`src/include/capture_path_pkg.sv`:
```
// Purpose: constants for the capture path control block and its sample FIFO
// Assumes: registers sit in page 1 of the microcontroller space (0xA1xx)
// Notes:   gain tables are Q8 fixed point, 1.0 = 256
//
// Functional notes
// RL1 - right analog gain, 4 bits, 0..22.5 dB
// RL2 - mute bit 7 silences stage, resets muted
// RL3 - muted stages still deliver samples
// RL4 - source select bit0 left, bit4 right
// RL5 - filter hold bit 4, resets off
// RL6 - filter bypass bit 6, resets off
// RL7 - second gain code inverted, resets Fh
// RL8 - sixteen 1.5 dB digital gain steps
// RL9 - boost applied before output gain
// RL10 - boost fields [1:0] right, [5:4] left
// RL11 - mode bit 0 picks analog/digital port
// RL12 - shared pins change function with mode
// RL13 - mode bit 1 swaps left/right outputs
// RL14 - mode bit 2 copies left to right
// RL15 - mode bit 3 inverts incoming mic bits
// RL16 - mode bit 7 shuts analog mic down
// RL17 - swap plus mono give any capture mix
// RL18 - first gain steps 1.5 dB, sixteen codes
// RL19 - swap/mono/invert add no latency
// RL20 - reserved bits store written value
package capture_path_pkg;

    ////////////////////////////////////////////////////////////////////////
    // register map
    localparam logic [15:0] PAGE_BASE         = 16'hA100;
    localparam logic [7:0]  OFF_FIRST_R_GAIN  = 8'hB1;
    localparam logic [7:0]  OFF_FIRST_SRC     = 8'hB2;
    localparam logic [7:0]  OFF_FIRST_FILT    = 8'hB3;
    localparam logic [7:0]  OFF_SECOND_L_GAIN = 8'hB4;
    localparam logic [7:0]  OFF_SECOND_R_GAIN = 8'hB5;
    localparam logic [7:0]  OFF_SECOND_BOOST  = 8'hB6;
    localparam logic [7:0]  OFF_SECOND_FILT   = 8'hB7;
    localparam logic [7:0]  OFF_MIC_PORT_MODE      = 8'hB8;
    localparam int          NUM_REGS          = 8;

    localparam logic [2:0] IDX_FIRST_R_GAIN  = 3'(OFF_FIRST_R_GAIN - 8'hB1);
    localparam logic [2:0] IDX_FIRST_SRC     = 3'(OFF_FIRST_SRC - 8'hB1);
    localparam logic [2:0] IDX_FIRST_FILT    = 3'(OFF_FIRST_FILT - 8'hB1);
    localparam logic [2:0] IDX_SECOND_L_GAIN = 3'(OFF_SECOND_L_GAIN - 8'hB1);
    localparam logic [2:0] IDX_SECOND_R_GAIN = 3'(OFF_SECOND_R_GAIN - 8'hB1);
    localparam logic [2:0] IDX_SECOND_BOOST  = 3'(OFF_SECOND_BOOST - 8'hB1);
    localparam logic [2:0] IDX_SECOND_FILT   = 3'(OFF_SECOND_FILT - 8'hB1);
    localparam logic [2:0] IDX_MIC_PORT_MODE      = 3'(OFF_MIC_PORT_MODE - 8'hB1);

    ////////////////////////////////////////////////////////////////////////
    // field positions
    localparam int GAIN_LSB      = 0;
    localparam int MUTE_BIT      = 7;
    localparam int LEFT_SRC_BIT  = 0;
    localparam int RIGHT_SRC_BIT = 4;
    localparam int HOLD_BIT      = 4;
    localparam int BYPASS_BIT    = 6;
    localparam int RBOOST_LSB    = 0;
    localparam int LBOOST_LSB    = 4;
    localparam int PORT_TYPE_BIT = 0;
    localparam int EXCH_BIT      = 1;
    localparam int MONO_BIT      = 2;
    localparam int INV_BIT       = 3;
    localparam int SHUTDOWN_BIT  = 7;

    ////////////////////////////////////////////////////////////////////////
    // reset values
    localparam logic [7:0] RST_FIRST_R_GAIN = 8'h80;
    localparam logic [7:0] RST_FIRST_SRC    = 8'h00;
    localparam logic [7:0] RST_FILT         = 8'h00;
    localparam logic [7:0] RST_SECOND_GAIN  = 8'h8F;
    localparam logic [7:0] RST_BOOST        = 8'h33;
    localparam logic [7:0] RST_MIC_PORT_MODE     = 8'h80;

    ////////////////////////////////////////////////////////////////////////
    // shared port pins
    localparam int PIN_CLK_OR_LBIAS  = 0;
    localparam int PIN_DATA_A        = 1;
    localparam int PIN_DATA_B        = 2;
    localparam int PIN_CSEL_OR_RBIAS = 3;

    ////////////////////////////////////////////////////////////////////////
    // datapath and timing
    localparam int SAMPLE_W     = 24;
    localparam int FIFO_DEPTH   = 8;
    localparam int GAIN_FRAC    = 8;
    localparam int MIC_CLK_HALF = 10; // mclk cycles per half mic clock
    // index = number of 1.5 dB steps above 0 dB
    localparam logic [15:0][13:0] STEP_GAIN_Q8 = {
        14'h0D4F, 14'h0B34, 14'h096E, 14'h07EF,
        14'h06AF, 14'h059F, 14'h04BB, 14'h03FB,
        14'h035A, 14'h02D2, 14'h0260, 14'h01FF,
        14'h01AE, 14'h016A, 14'h0130, 14'h0100};
    // index = boost code: 30, 20, 10, 0 dB
    localparam logic [3:0][13:0] BOOST_Q8 = {
        14'h0100, 14'h032A, 14'h0A00, 14'h1FA0};

endpackage

```
`src/include/capture_fifo_if.sv`:
```
// Purpose: push and pop handshake between capture path and its FIFO
// Assumes: single clock domain
// Notes:   store is the FIFO end, user is the capture path end
`timescale 1ns/1ns
interface capture_fifo_if #(parameter int WIDTH = 48);
    logic             push_valid;
    logic             push_ready;
    logic [WIDTH-1:0] push_data;
    logic             pop_valid;
    logic             pop_ready;
    logic [WIDTH-1:0] pop_data;

    modport store (
        input  push_valid,
        input  push_data,
        input  pop_ready,
        output push_ready,
        output pop_valid,
        output pop_data
    );
    modport user (
        output push_valid,
        output push_data,
        output pop_ready,
        input  push_ready,
        input  pop_valid,
        input  pop_data
    );
endinterface

```
`src/rtl/sample_fifo.sv`:
```
// Purpose: stereo sample buffer with registered read word
// Assumes: pop side may stall at any time
// Notes:   depth counts stored words; the output register is one extra
`timescale 1ns/1ns
module sample_fifo #(
    parameter int WIDTH = 2 * capture_path_pkg::SAMPLE_W,
    parameter int DEPTH = capture_path_pkg::FIFO_DEPTH
) (
    input wire logic mclk,
    input wire logic nrst,
    capture_fifo_if.store port
);
    import capture_path_pkg::*;

    localparam int AW = (DEPTH > 1) ? $clog2(DEPTH) : 1;
    localparam int CW = $clog2(DEPTH + 1);

    typedef struct packed {
        logic [DEPTH-1:0][WIDTH-1:0] mem;
        logic [AW-1:0]               wr;
        logic [AW-1:0]               rd;
        logic [CW-1:0]               cnt;
        logic                        ov;
        logic [WIDTH-1:0]            od;
    } fifo_st_t;

    fifo_st_t s_reg;
    fifo_st_t s_next;
    logic     full;
    logic     push;
    logic     take;

    ////////////////////////////////////////////////////////////////////////
    // full refuses pushes even when a pop frees a slot, keeps ready simple
    assign full = (s_reg.cnt == CW'(DEPTH));
    assign push = port.push_valid && !full;
    assign take = (s_reg.cnt != '0) && (!s_reg.ov || port.pop_ready);

    always_comb begin
        s_next = s_reg;
        if (push) begin
            s_next.mem[s_reg.wr] = port.push_data;
            s_next.wr = (s_reg.wr == AW'(DEPTH - 1)) ? '0 : s_reg.wr + 1'b1;
        end
        if (take) begin
            s_next.od = s_reg.mem[s_reg.rd];
            s_next.ov = 1'b1;
            s_next.rd = (s_reg.rd == AW'(DEPTH - 1)) ? '0 : s_reg.rd + 1'b1;
        end else if (port.pop_ready) begin
            s_next.ov = 1'b0;
        end
        s_next.cnt = s_reg.cnt + CW'(push) - CW'(take);
    end

    always_ff @(posedge mclk or negedge nrst) begin
        if (!nrst) begin
            s_reg <= '0;
        end else begin
            s_reg <= s_next;
        end
    end

    // handshake outputs
    assign port.push_ready = !full;
    assign port.pop_valid  = s_reg.ov;
    assign port.pop_data   = s_reg.od;
endmodule

```
`src/rtl/capture_path_ctrl.sv`:
```
// Purpose: record path control registers and second converter processing
// Assumes: register port is the microcontroller page-1 space on mclk
// Notes:   samples are signed, left in the upper half of the FIFO word
`timescale 1ns/1ns
module capture_path_ctrl #(
    parameter int SAMPLE_W  = capture_path_pkg::SAMPLE_W,
    parameter int FIFO_DEP  = capture_path_pkg::FIFO_DEPTH,
    parameter int CLK_HALF  = capture_path_pkg::MIC_CLK_HALF
) (
    input  wire logic                mclk,
    input  wire logic                nrst,
    input  wire logic [15:0]         reg_addr,
    input  wire logic                reg_wr,
    input  wire logic                reg_rd,
    input  wire logic [7:0]          reg_wdata,
    output logic      [7:0]          reg_rdata,
    input  wire logic                sample_valid,
    output logic                     sample_ready,
    input  wire logic [SAMPLE_W-1:0] sample_left,
    input  wire logic [SAMPLE_W-1:0] sample_right,
    output logic                     out_valid,
    input  wire logic                out_ready,
    output logic      [SAMPLE_W-1:0] out_left,
    output logic      [SAMPLE_W-1:0] out_right,
    input  wire logic [3:0]          shared_pin_in,
    output logic      [3:0]          shared_pin_out,
    output logic      [3:0]          shared_pin_oe_n,
    input  wire logic                left_bias_level,
    input  wire logic                right_bias_level,
    input  wire logic                chan_sel_level,
    output logic                     mic_bit_a,
    output logic                     mic_bit_b,
    output logic      [3:0]          first_right_analog_gain,
    output logic                     first_right_mute,
    output logic                     first_left_source_sel,
    output logic                     first_right_source_sel,
    output logic                     first_highpass_hold,
    output logic                     first_highpass_bypass,
    output logic                     second_highpass_hold,
    output logic                     second_highpass_bypass,
    output logic                     mic_port_type,
    output logic                     analog_mic_shutdown
);
    import capture_path_pkg::*;

    localparam int PW = SAMPLE_W + 15;

    typedef struct packed {
        logic [NUM_REGS-1:0][7:0] regs;
        logic [7:0]               rdata;
        logic [1:0]               sync1;
        logic [1:0]               sync2;
        logic [1:0]               mic_bits;
        logic [7:0]               div_cnt;
        logic                     mic_clk;
        logic [3:0]               pin_out;
        logic [3:0]               pin_oe_n;
        logic                     ovalid;
        logic [SAMPLE_W-1:0]      oleft;
        logic [SAMPLE_W-1:0]      oright;
    } ctrl_st_t;

    ctrl_st_t s_reg;
    ctrl_st_t s_next;

    capture_fifo_if #(.WIDTH(2 * SAMPLE_W)) fifo_bus ();

    ////////////////////////////////////////////////////////////////////////
    // address decode: {hit, index}
    function automatic logic [3:0] decode(input logic [15:0] addr);
        logic [7:0] off;
        off = addr[7:0];
        if (addr[15:8] == PAGE_BASE[15:8] && off >= OFF_FIRST_R_GAIN &&
            off <= OFF_MIC_PORT_MODE) begin
            return {1'b1, 3'(off - OFF_FIRST_R_GAIN)};
        end
        return 4'h0;
    endfunction

    // signed Q8 scale with saturation to the sample width
    function automatic logic [SAMPLE_W-1:0] scale(
        input logic [SAMPLE_W-1:0] smp,
        input logic [13:0]         q
    );
        logic signed [PW-1:0] p;
        logic signed [PW-1:0] sh;
        p  = PW'($signed(smp)) * PW'($signed({1'b0, q}));
        sh = p >>> GAIN_FRAC;
        if (&sh[PW-1:SAMPLE_W-1] || ~|sh[PW-1:SAMPLE_W-1]) begin
            return sh[SAMPLE_W-1:0];
        end
        return sh[PW-1] ? {1'b1, {(SAMPLE_W-1){1'b0}}}
                        : {1'b0, {(SAMPLE_W-1){1'b1}}};
    endfunction

    ////////////////////////////////////////////////////////////////////////
    // sample path signals
    logic [3:0]          wdec;
    logic [3:0]          rdec;
    logic                fire;
    logic [SAMPLE_W-1:0] in_l;
    logic [SAMPLE_W-1:0] in_r;
    logic [SAMPLE_W-1:0] boost_l;
    logic [SAMPLE_W-1:0] boost_r;
    logic [SAMPLE_W-1:0] gain_l;
    logic [SAMPLE_W-1:0] gain_r;
    logic [SAMPLE_W-1:0] sw_l;
    logic [SAMPLE_W-1:0] sw_r;
    logic [7:0]          mode;
    logic [7:0]          boost;
    logic [7:0]          lgain;
    logic [7:0]          rgain;

    assign wdec  = decode(reg_addr);
    assign rdec  = wdec;
    assign mode  = s_reg.regs[IDX_MIC_PORT_MODE];
    assign boost = s_reg.regs[IDX_SECOND_BOOST];
    assign lgain = s_reg.regs[IDX_SECOND_L_GAIN];
    assign rgain = s_reg.regs[IDX_SECOND_R_GAIN];

    // fifo push side follows the converter, pop side the output register
    assign fifo_bus.push_valid = sample_valid;
    assign fifo_bus.push_data  = {sample_left, sample_right};
    assign sample_ready        = fifo_bus.push_ready;
    assign fifo_bus.pop_ready  = !s_reg.ovalid || out_ready;
    assign fire = fifo_bus.pop_valid && fifo_bus.pop_ready;
    assign in_l = fifo_bus.pop_data[2*SAMPLE_W-1:SAMPLE_W];
    assign in_r = fifo_bus.pop_data[SAMPLE_W-1:0];

    sample_fifo #(
        .WIDTH (2 * SAMPLE_W),
        .DEPTH (FIFO_DEP)
    ) u_fifo (
        .mclk (mclk),
        .nrst (nrst),
        .port (fifo_bus.store)
    );

    // boost first, then the inverted-code step gain
    assign boost_l = scale(in_l, BOOST_Q8[boost[LBOOST_LSB+:2]]); // RL9 RL10
    assign boost_r = scale(in_r, BOOST_Q8[boost[RBOOST_LSB+:2]]); // RL10
    assign gain_l = lgain[MUTE_BIT] ? '0 :                         // RL2
        scale(boost_l, STEP_GAIN_Q8[4'hF - lgain[GAIN_LSB+:4]]);  // RL7 RL8
    assign gain_r = rgain[MUTE_BIT] ? '0 :                         // RL2
        scale(boost_r, STEP_GAIN_Q8[4'hF - rgain[GAIN_LSB+:4]]);  // RL7 RL8
    // swap before mono; both in the same stage as the gain
    assign sw_l = mode[EXCH_BIT] ? gain_r : gain_l;               // RL13 RL19
    assign sw_r = mode[MONO_BIT] ? sw_l :                          // RL14 RL17
                  (mode[EXCH_BIT] ? gain_l : gain_r);             // RL13

    ////////////////////////////////////////////////////////////////////////
    // next state
    always_comb begin
        s_next = s_reg;
        // registers are plain bytes, reserved bits included
        if (reg_wr && wdec[3]) begin
            s_next.regs[wdec[2:0]] = reg_wdata;                   // RL20
        end
        if (reg_rd) begin
            s_next.rdata = rdec[3] ? s_reg.regs[rdec[2:0]] : 8'h00;
        end
        // pin data passes two flops before anyone looks at it
        s_next.sync1    = {shared_pin_in[PIN_DATA_B],
                           shared_pin_in[PIN_DATA_A]};
        s_next.sync2    = s_reg.sync1;
        s_next.mic_bits = s_reg.sync2 ^ {2{mode[INV_BIT]}};       // RL15 RL19
        // mic clock runs only in digital mode, low otherwise
        if (mode[PORT_TYPE_BIT]) begin                            // RL11
            if (s_reg.div_cnt == 8'(CLK_HALF - 1)) begin
                s_next.div_cnt = 8'h00;
                s_next.mic_clk = !s_reg.mic_clk;
            end else begin
                s_next.div_cnt = s_reg.div_cnt + 8'h01;
            end
        end else begin
            s_next.div_cnt = 8'h00;
            s_next.mic_clk = 1'b0;
        end
        // shared pins: data pins are always inputs
        s_next.pin_oe_n = 4'h6;
        s_next.pin_out  = 4'h0;
        if (mode[PORT_TYPE_BIT]) begin                            // RL12
            s_next.pin_out[PIN_CLK_OR_LBIAS]  = s_reg.mic_clk;
            s_next.pin_out[PIN_CSEL_OR_RBIAS] = chan_sel_level;
        end else if (!mode[SHUTDOWN_BIT]) begin                   // RL12 RL16
            s_next.pin_out[PIN_CLK_OR_LBIAS]  = left_bias_level;
            s_next.pin_out[PIN_CSEL_OR_RBIAS] = right_bias_level;
        end else begin
            // powered-down analog port lets the bias pins float
            s_next.pin_oe_n = 4'hF;
        end
        // a muted stage still hands out a (silent) sample
        if (fire) begin
            s_next.ovalid = 1'b1;                                 // RL3
            s_next.oleft  = sw_l;
            s_next.oright = sw_r;
        end else if (out_ready) begin
            s_next.ovalid = 1'b0;
        end
    end

    ////////////////////////////////////////////////////////////////////////
    // state register
    always_ff @(posedge mclk or negedge nrst) begin
        if (!nrst) begin
            s_reg <= '0;
            s_reg.regs[IDX_FIRST_R_GAIN]  <= RST_FIRST_R_GAIN;    // RL1 RL2
            s_reg.regs[IDX_FIRST_SRC]     <= RST_FIRST_SRC;       // RL4
            s_reg.regs[IDX_FIRST_FILT]    <= RST_FILT;            // RL5 RL6
            s_reg.regs[IDX_SECOND_L_GAIN] <= RST_SECOND_GAIN;     // RL7
            s_reg.regs[IDX_SECOND_R_GAIN] <= RST_SECOND_GAIN;     // RL7
            s_reg.regs[IDX_SECOND_BOOST]  <= RST_BOOST;           // RL10
            s_reg.regs[IDX_SECOND_FILT]   <= RST_FILT;            // RL5 RL6
            s_reg.regs[IDX_MIC_PORT_MODE]      <= RST_MIC_PORT_MODE;        // RL16
            s_reg.pin_oe_n                <= 4'hF;
        end else begin
            s_reg <= s_next;
        end
    end

    ////////////////////////////////////////////////////////////////////////
    // outputs
    assign reg_rdata       = s_reg.rdata;
    assign out_valid       = s_reg.ovalid;
    assign out_left        = s_reg.oleft;
    assign out_right       = s_reg.oright;
    assign shared_pin_out  = s_reg.pin_out;
    assign shared_pin_oe_n = s_reg.pin_oe_n;
    assign mic_bit_a       = s_reg.mic_bits[0];
    assign mic_bit_b       = s_reg.mic_bits[1];
    // analog stage levels straight from the registers
    assign first_right_analog_gain =
        s_reg.regs[IDX_FIRST_R_GAIN][GAIN_LSB+:4];                // RL1 RL18
    assign first_right_mute =
        s_reg.regs[IDX_FIRST_R_GAIN][MUTE_BIT];                   // RL2 RL3
    assign first_left_source_sel =
        s_reg.regs[IDX_FIRST_SRC][LEFT_SRC_BIT];                  // RL4
    assign first_right_source_sel =
        s_reg.regs[IDX_FIRST_SRC][RIGHT_SRC_BIT];                 // RL4
    assign first_highpass_hold   = s_reg.regs[IDX_FIRST_FILT][HOLD_BIT]; // RL5
    assign first_highpass_bypass =
        s_reg.regs[IDX_FIRST_FILT][BYPASS_BIT];                   // RL6
    assign second_highpass_hold  =
        s_reg.regs[IDX_SECOND_FILT][HOLD_BIT];                    // RL5
    assign second_highpass_bypass =
        s_reg.regs[IDX_SECOND_FILT][BYPASS_BIT];                  // RL6
    assign mic_port_type       = mode[PORT_TYPE_BIT];             // RL11
    assign analog_mic_shutdown = mode[SHUTDOWN_BIT];              // RL16

    logic unity;
    assign unity = boost[LBOOST_LSB+:2] == 2'h3 &&
                   boost[RBOOST_LSB+:2] == 2'h3 &&
                   lgain == 8'h0F && rgain == 8'h0F;
endmodule

```
`config.mk`:
```
export PLATFORM = sky130hd
export DESIGN_NAME = capture_path_ctrl
export DESIGN_NICKNAME = d
export VERILOG_FILES = /design/src/include/capture_path_pkg.sv /design/src/include/capture_fifo_if.sv /design/src/rtl/sample_fifo.sv /design/src/rtl/capture_path_ctrl.sv
export SDC_FILE = /design/constraint.sdc
export NUM_CORES = 2
export LEC_CHECK = 0
export BUFFER_PORTS_ARGS = -buffer_cell sky130_fd_sc_hd__buf_2
export CORE_AREA = 2 2 463 235
export CTS_BUF_LIST = sky130_fd_sc_hd__clkbuf_4
export CTS_CLUSTER_SIZE = 12
export DETAILED_ROUTE_END_ITERATION = 6
export DIE_AREA = 0 0 465 237
export PLACE_DENSITY_LB_ADDON = 0.25
export SYNTH_ARGS = -nofsm -noshare
export SYNTH_HDL_FRONTEND = slang
export SYNTH_SLANG_ARGS = --single-unit
```
`constraint.sdc`:
```
create_clock -name mclk -period 17.63 [get_ports mclk]
set_input_delay 3.526 -clock mclk [delete_from_list [all_inputs] [get_ports mclk]]
set_output_delay 3.526 -clock mclk [all_outputs]
set_load 0.005 [all_outputs]
```
==> impl_metrics.py <==
metrics = {
    "worst_setup_path": {
        "cp_data_required_time_ns": 18.60,
        "cpMostUsedCell": "fa_1",
        "crit_path_top_delay_cell": "dfstp_2",
        "critical_path.max_fanout": 39,
        "reg2reg_from": "boost[4]",
        "startpoint_type": "flop",
        "critPathCaptureType": "flop",
        "crit_type": "flop to flop",
        "critPathMaxStageDelay_ns": 0.77,
        "worstPathArrival_ns": 17.78,
        "crit_start": "boost[4]",
    },
    "clocking": {
        "clockBufferDepth": 3,
        "cts_setup_buffers": 0,
        "clock-sinks": 582,
        "h-tree-depth": 4,
        "hold_buffers": 0,
        "cts_buffers": 139,
        "clockRootBuffer": "clkbuf_4",
        "cts_tree": "done",
        "worstSkewPairLatency_ns": 1.10,
        "clk_pin_slew_ns": 0.08,
        "post_cts_resized": 0,
    },
    "route": {
        "drt_iter0_markers": 4858,
        "dr_total_vias": 48974,
        "routedWlPerCell_um": 22.26,
        "detail-route-antenna-nets": 0,
        "totalWireLength_um": 183300,
        "drc_errors": 0,
        "drt_first_pass_iters": 6,
        "vias_per_cell": 5.947,
    },
    "finish": {
        "final_nets": 8159,
        "largest_reg_flops": 394,
        "drive_above_1_share": 0.1667,
        "layout_common_cells": "1132 x inv_1, 879 x fa_1, 596 x nand2_1",
        "syn2layout_area_growth_pct": 5.164,
        "final_common_cell": "inv_1",
    },
    "hold_path": {
        "hold_path_startpoint": "s_next[68]",
        "hold_path_class": "flop to flop",
    },
    "timing": {
        "max_slew_margin": 0.09788,
        "setup_tns_ns": 0,
        "hold_viol": 0,
        "rsz0062_at_grt": "no",
        "finalCritPeriodShare": 0.9535,
        "clock.fmax_ghz": 0.05949,
        "worstMarginPinSlew_ns": 1.339,
        "fin_ws_ns": 0.8202,
        "finalClockSkew_ns": 0.08303,
        "setup_viol": 0,
        "fin_crit_ns": 16.81,
        "slew_viol_final": 0,
    },
    "grt": {
        "grt.total_usage": 0.3392,
        "grt_pass1_wl_um": 288500,
        "antenna_found_initial": 21,
        "grt-ovfl-total": 0,
        "grt_pass1_vias": 49242,
        "grt_max_degree": 110,
    },
    "yosys": {
        "yosysUniqueCellTypes": 101,
        "syn_area_per_cell_sq_um": 9.954,
        "synth_edf_count": 0,
        "seq_area_frac_synth": 0.2195,
        "ys.flop_type": "dfrtp_1",
        "async_flop_share": 1.000,
        "yosys_register_bits": 582,
        "syn_area_sq_um": 66450,
        "ys_warn_count": 0,
        "syn_inst": 6676,
    },
    "place": {
        "io_buffers": 159,
        "dpl_worst_slack_ns": 0.7148,
        "place_congestion": 1.008,
        "dp_hpwl_um": 144200,
    },
    "die": {
        "ios": 166,
        "initial_core_util": 0.6242,
        "core.rowCount": 85,
        "die_w_um": 465,
        "die_area_sq_um": 110200,
        "core_sq_um": 106500,
        "die_h_um": 237,
    },
    "outcome": {
        "status": "finished clean",
    },
    "run": {
        "max-cap-violations": 0,
    },
}
## logic make-up (layout without fill, tap and decap cells)
logic type	after synthesis	count (layout)	share of synthesized area
compound gates	866	866	0.08307
other cells	2	18	0.0001130
fa+ha+maj	1384	1384	0.3599
flops	582	582	0.2195
simple gates	1599	1599	0.1114
mux	608	608	0.1180
buf+inv	1491	1599	0.08902
xor+xnor	144	144	0.01898
## metrics by stage
step / utilization / instances / hold slack [ns] / cell area (sq um)
CTS: 0.6560 / 8221 / 0.3562 / 69840
detailed placement: 0.6390 / 7984 / 0.3417 / 68030
global route: 0.6564 / 8233 / 0.3591 / 69880
finish: 0.6565 / 8235 / 0.3533 / 69890
floorplan: - / 6678 / 0.3312 / 66460
global placement: 0.6390 / 7984 / 0.3358 / 68030
## routing by layer
metal  share of wire  wire (um)  GRT usage  vias to the layer above
li1                -          -          -                    21699
met1            0.47      85850     0.5442                    24451
met2            0.38      69010     0.4328                     2582
met3            0.14      25190     0.1230                      226
met4           0.017       3113    0.06769                       16
met5         0.00062        114          0                        -
## worst max-delay path, delay by kind of cell (launching register included)
family	cells	cell delay (ns)
flip-flops	1	0.77
adder cells (fa/ha/maj)	14	6.29
AND/OR/NAND/NOR	14	3.74
AO/OA/AOI/OAI	15	4.07
buffers and inverters	12	1.69
## cell type report
| cell class | instances | area (sq um) |
|---|---|---|
| multi-input combinational | 4605 | 46070 |
| fill | 8463 | 36570 |
| sequential | 582 | 14600 |
| inverter | 1132 | 4249 |
| tap | 1435 | 1795 |
| clock buffer | 187 | 1404 |
| timing repair buffer | 230 | 1339 |
| clock inverter | 50 | 402.9 |
| antenna | 14 | 35.03 |
## synthesized netlist by cell type, drive strengths merged, types with 54 or more instances
library cell / count / area (sq um)
mux4: 96 / 2162
xnor2: 90 / 788.3
mux2i: 67 / 670.6
ha: 505 / 6319
a21oi: 247 / 1247
o211ai: 61 / 473.0
dfrtp: 565 / 14140
xor2: 54 / 473.0
nor2: 460 / 1727
fa: 879 / 17600
nand3: 62 / 310.3
buf: 115 / 750.7
or2: 60 / 375.4
and2: 74 / 468.0
nand2: 602 / 2270
mux2: 445 / 5011
a21o: 98 / 735.7
inv: 1132 / 4249
clkbuf: 244 / 915.9
o21ai: 246 / 1250
nor2b: 91 / 569.3
## final timing paths
check	end	slack [ns]	cells past startpoint
worst max-delay path	out_right[12]	0.82	55
worst min register to register	s_reg[68]	0.35	0
worst max register to register	out_right[12]	0.82	55
worst min-delay path	s_reg[68]	0.35	0
max in group asynchronous	out_right[23]	11.91	4
min in group asynchronous	u_fifo.s_reg[359]	2.45	1
Power is not shown: default switching activity piles up to over one toggle a cycle in this logic, so the estimate is an artifact.
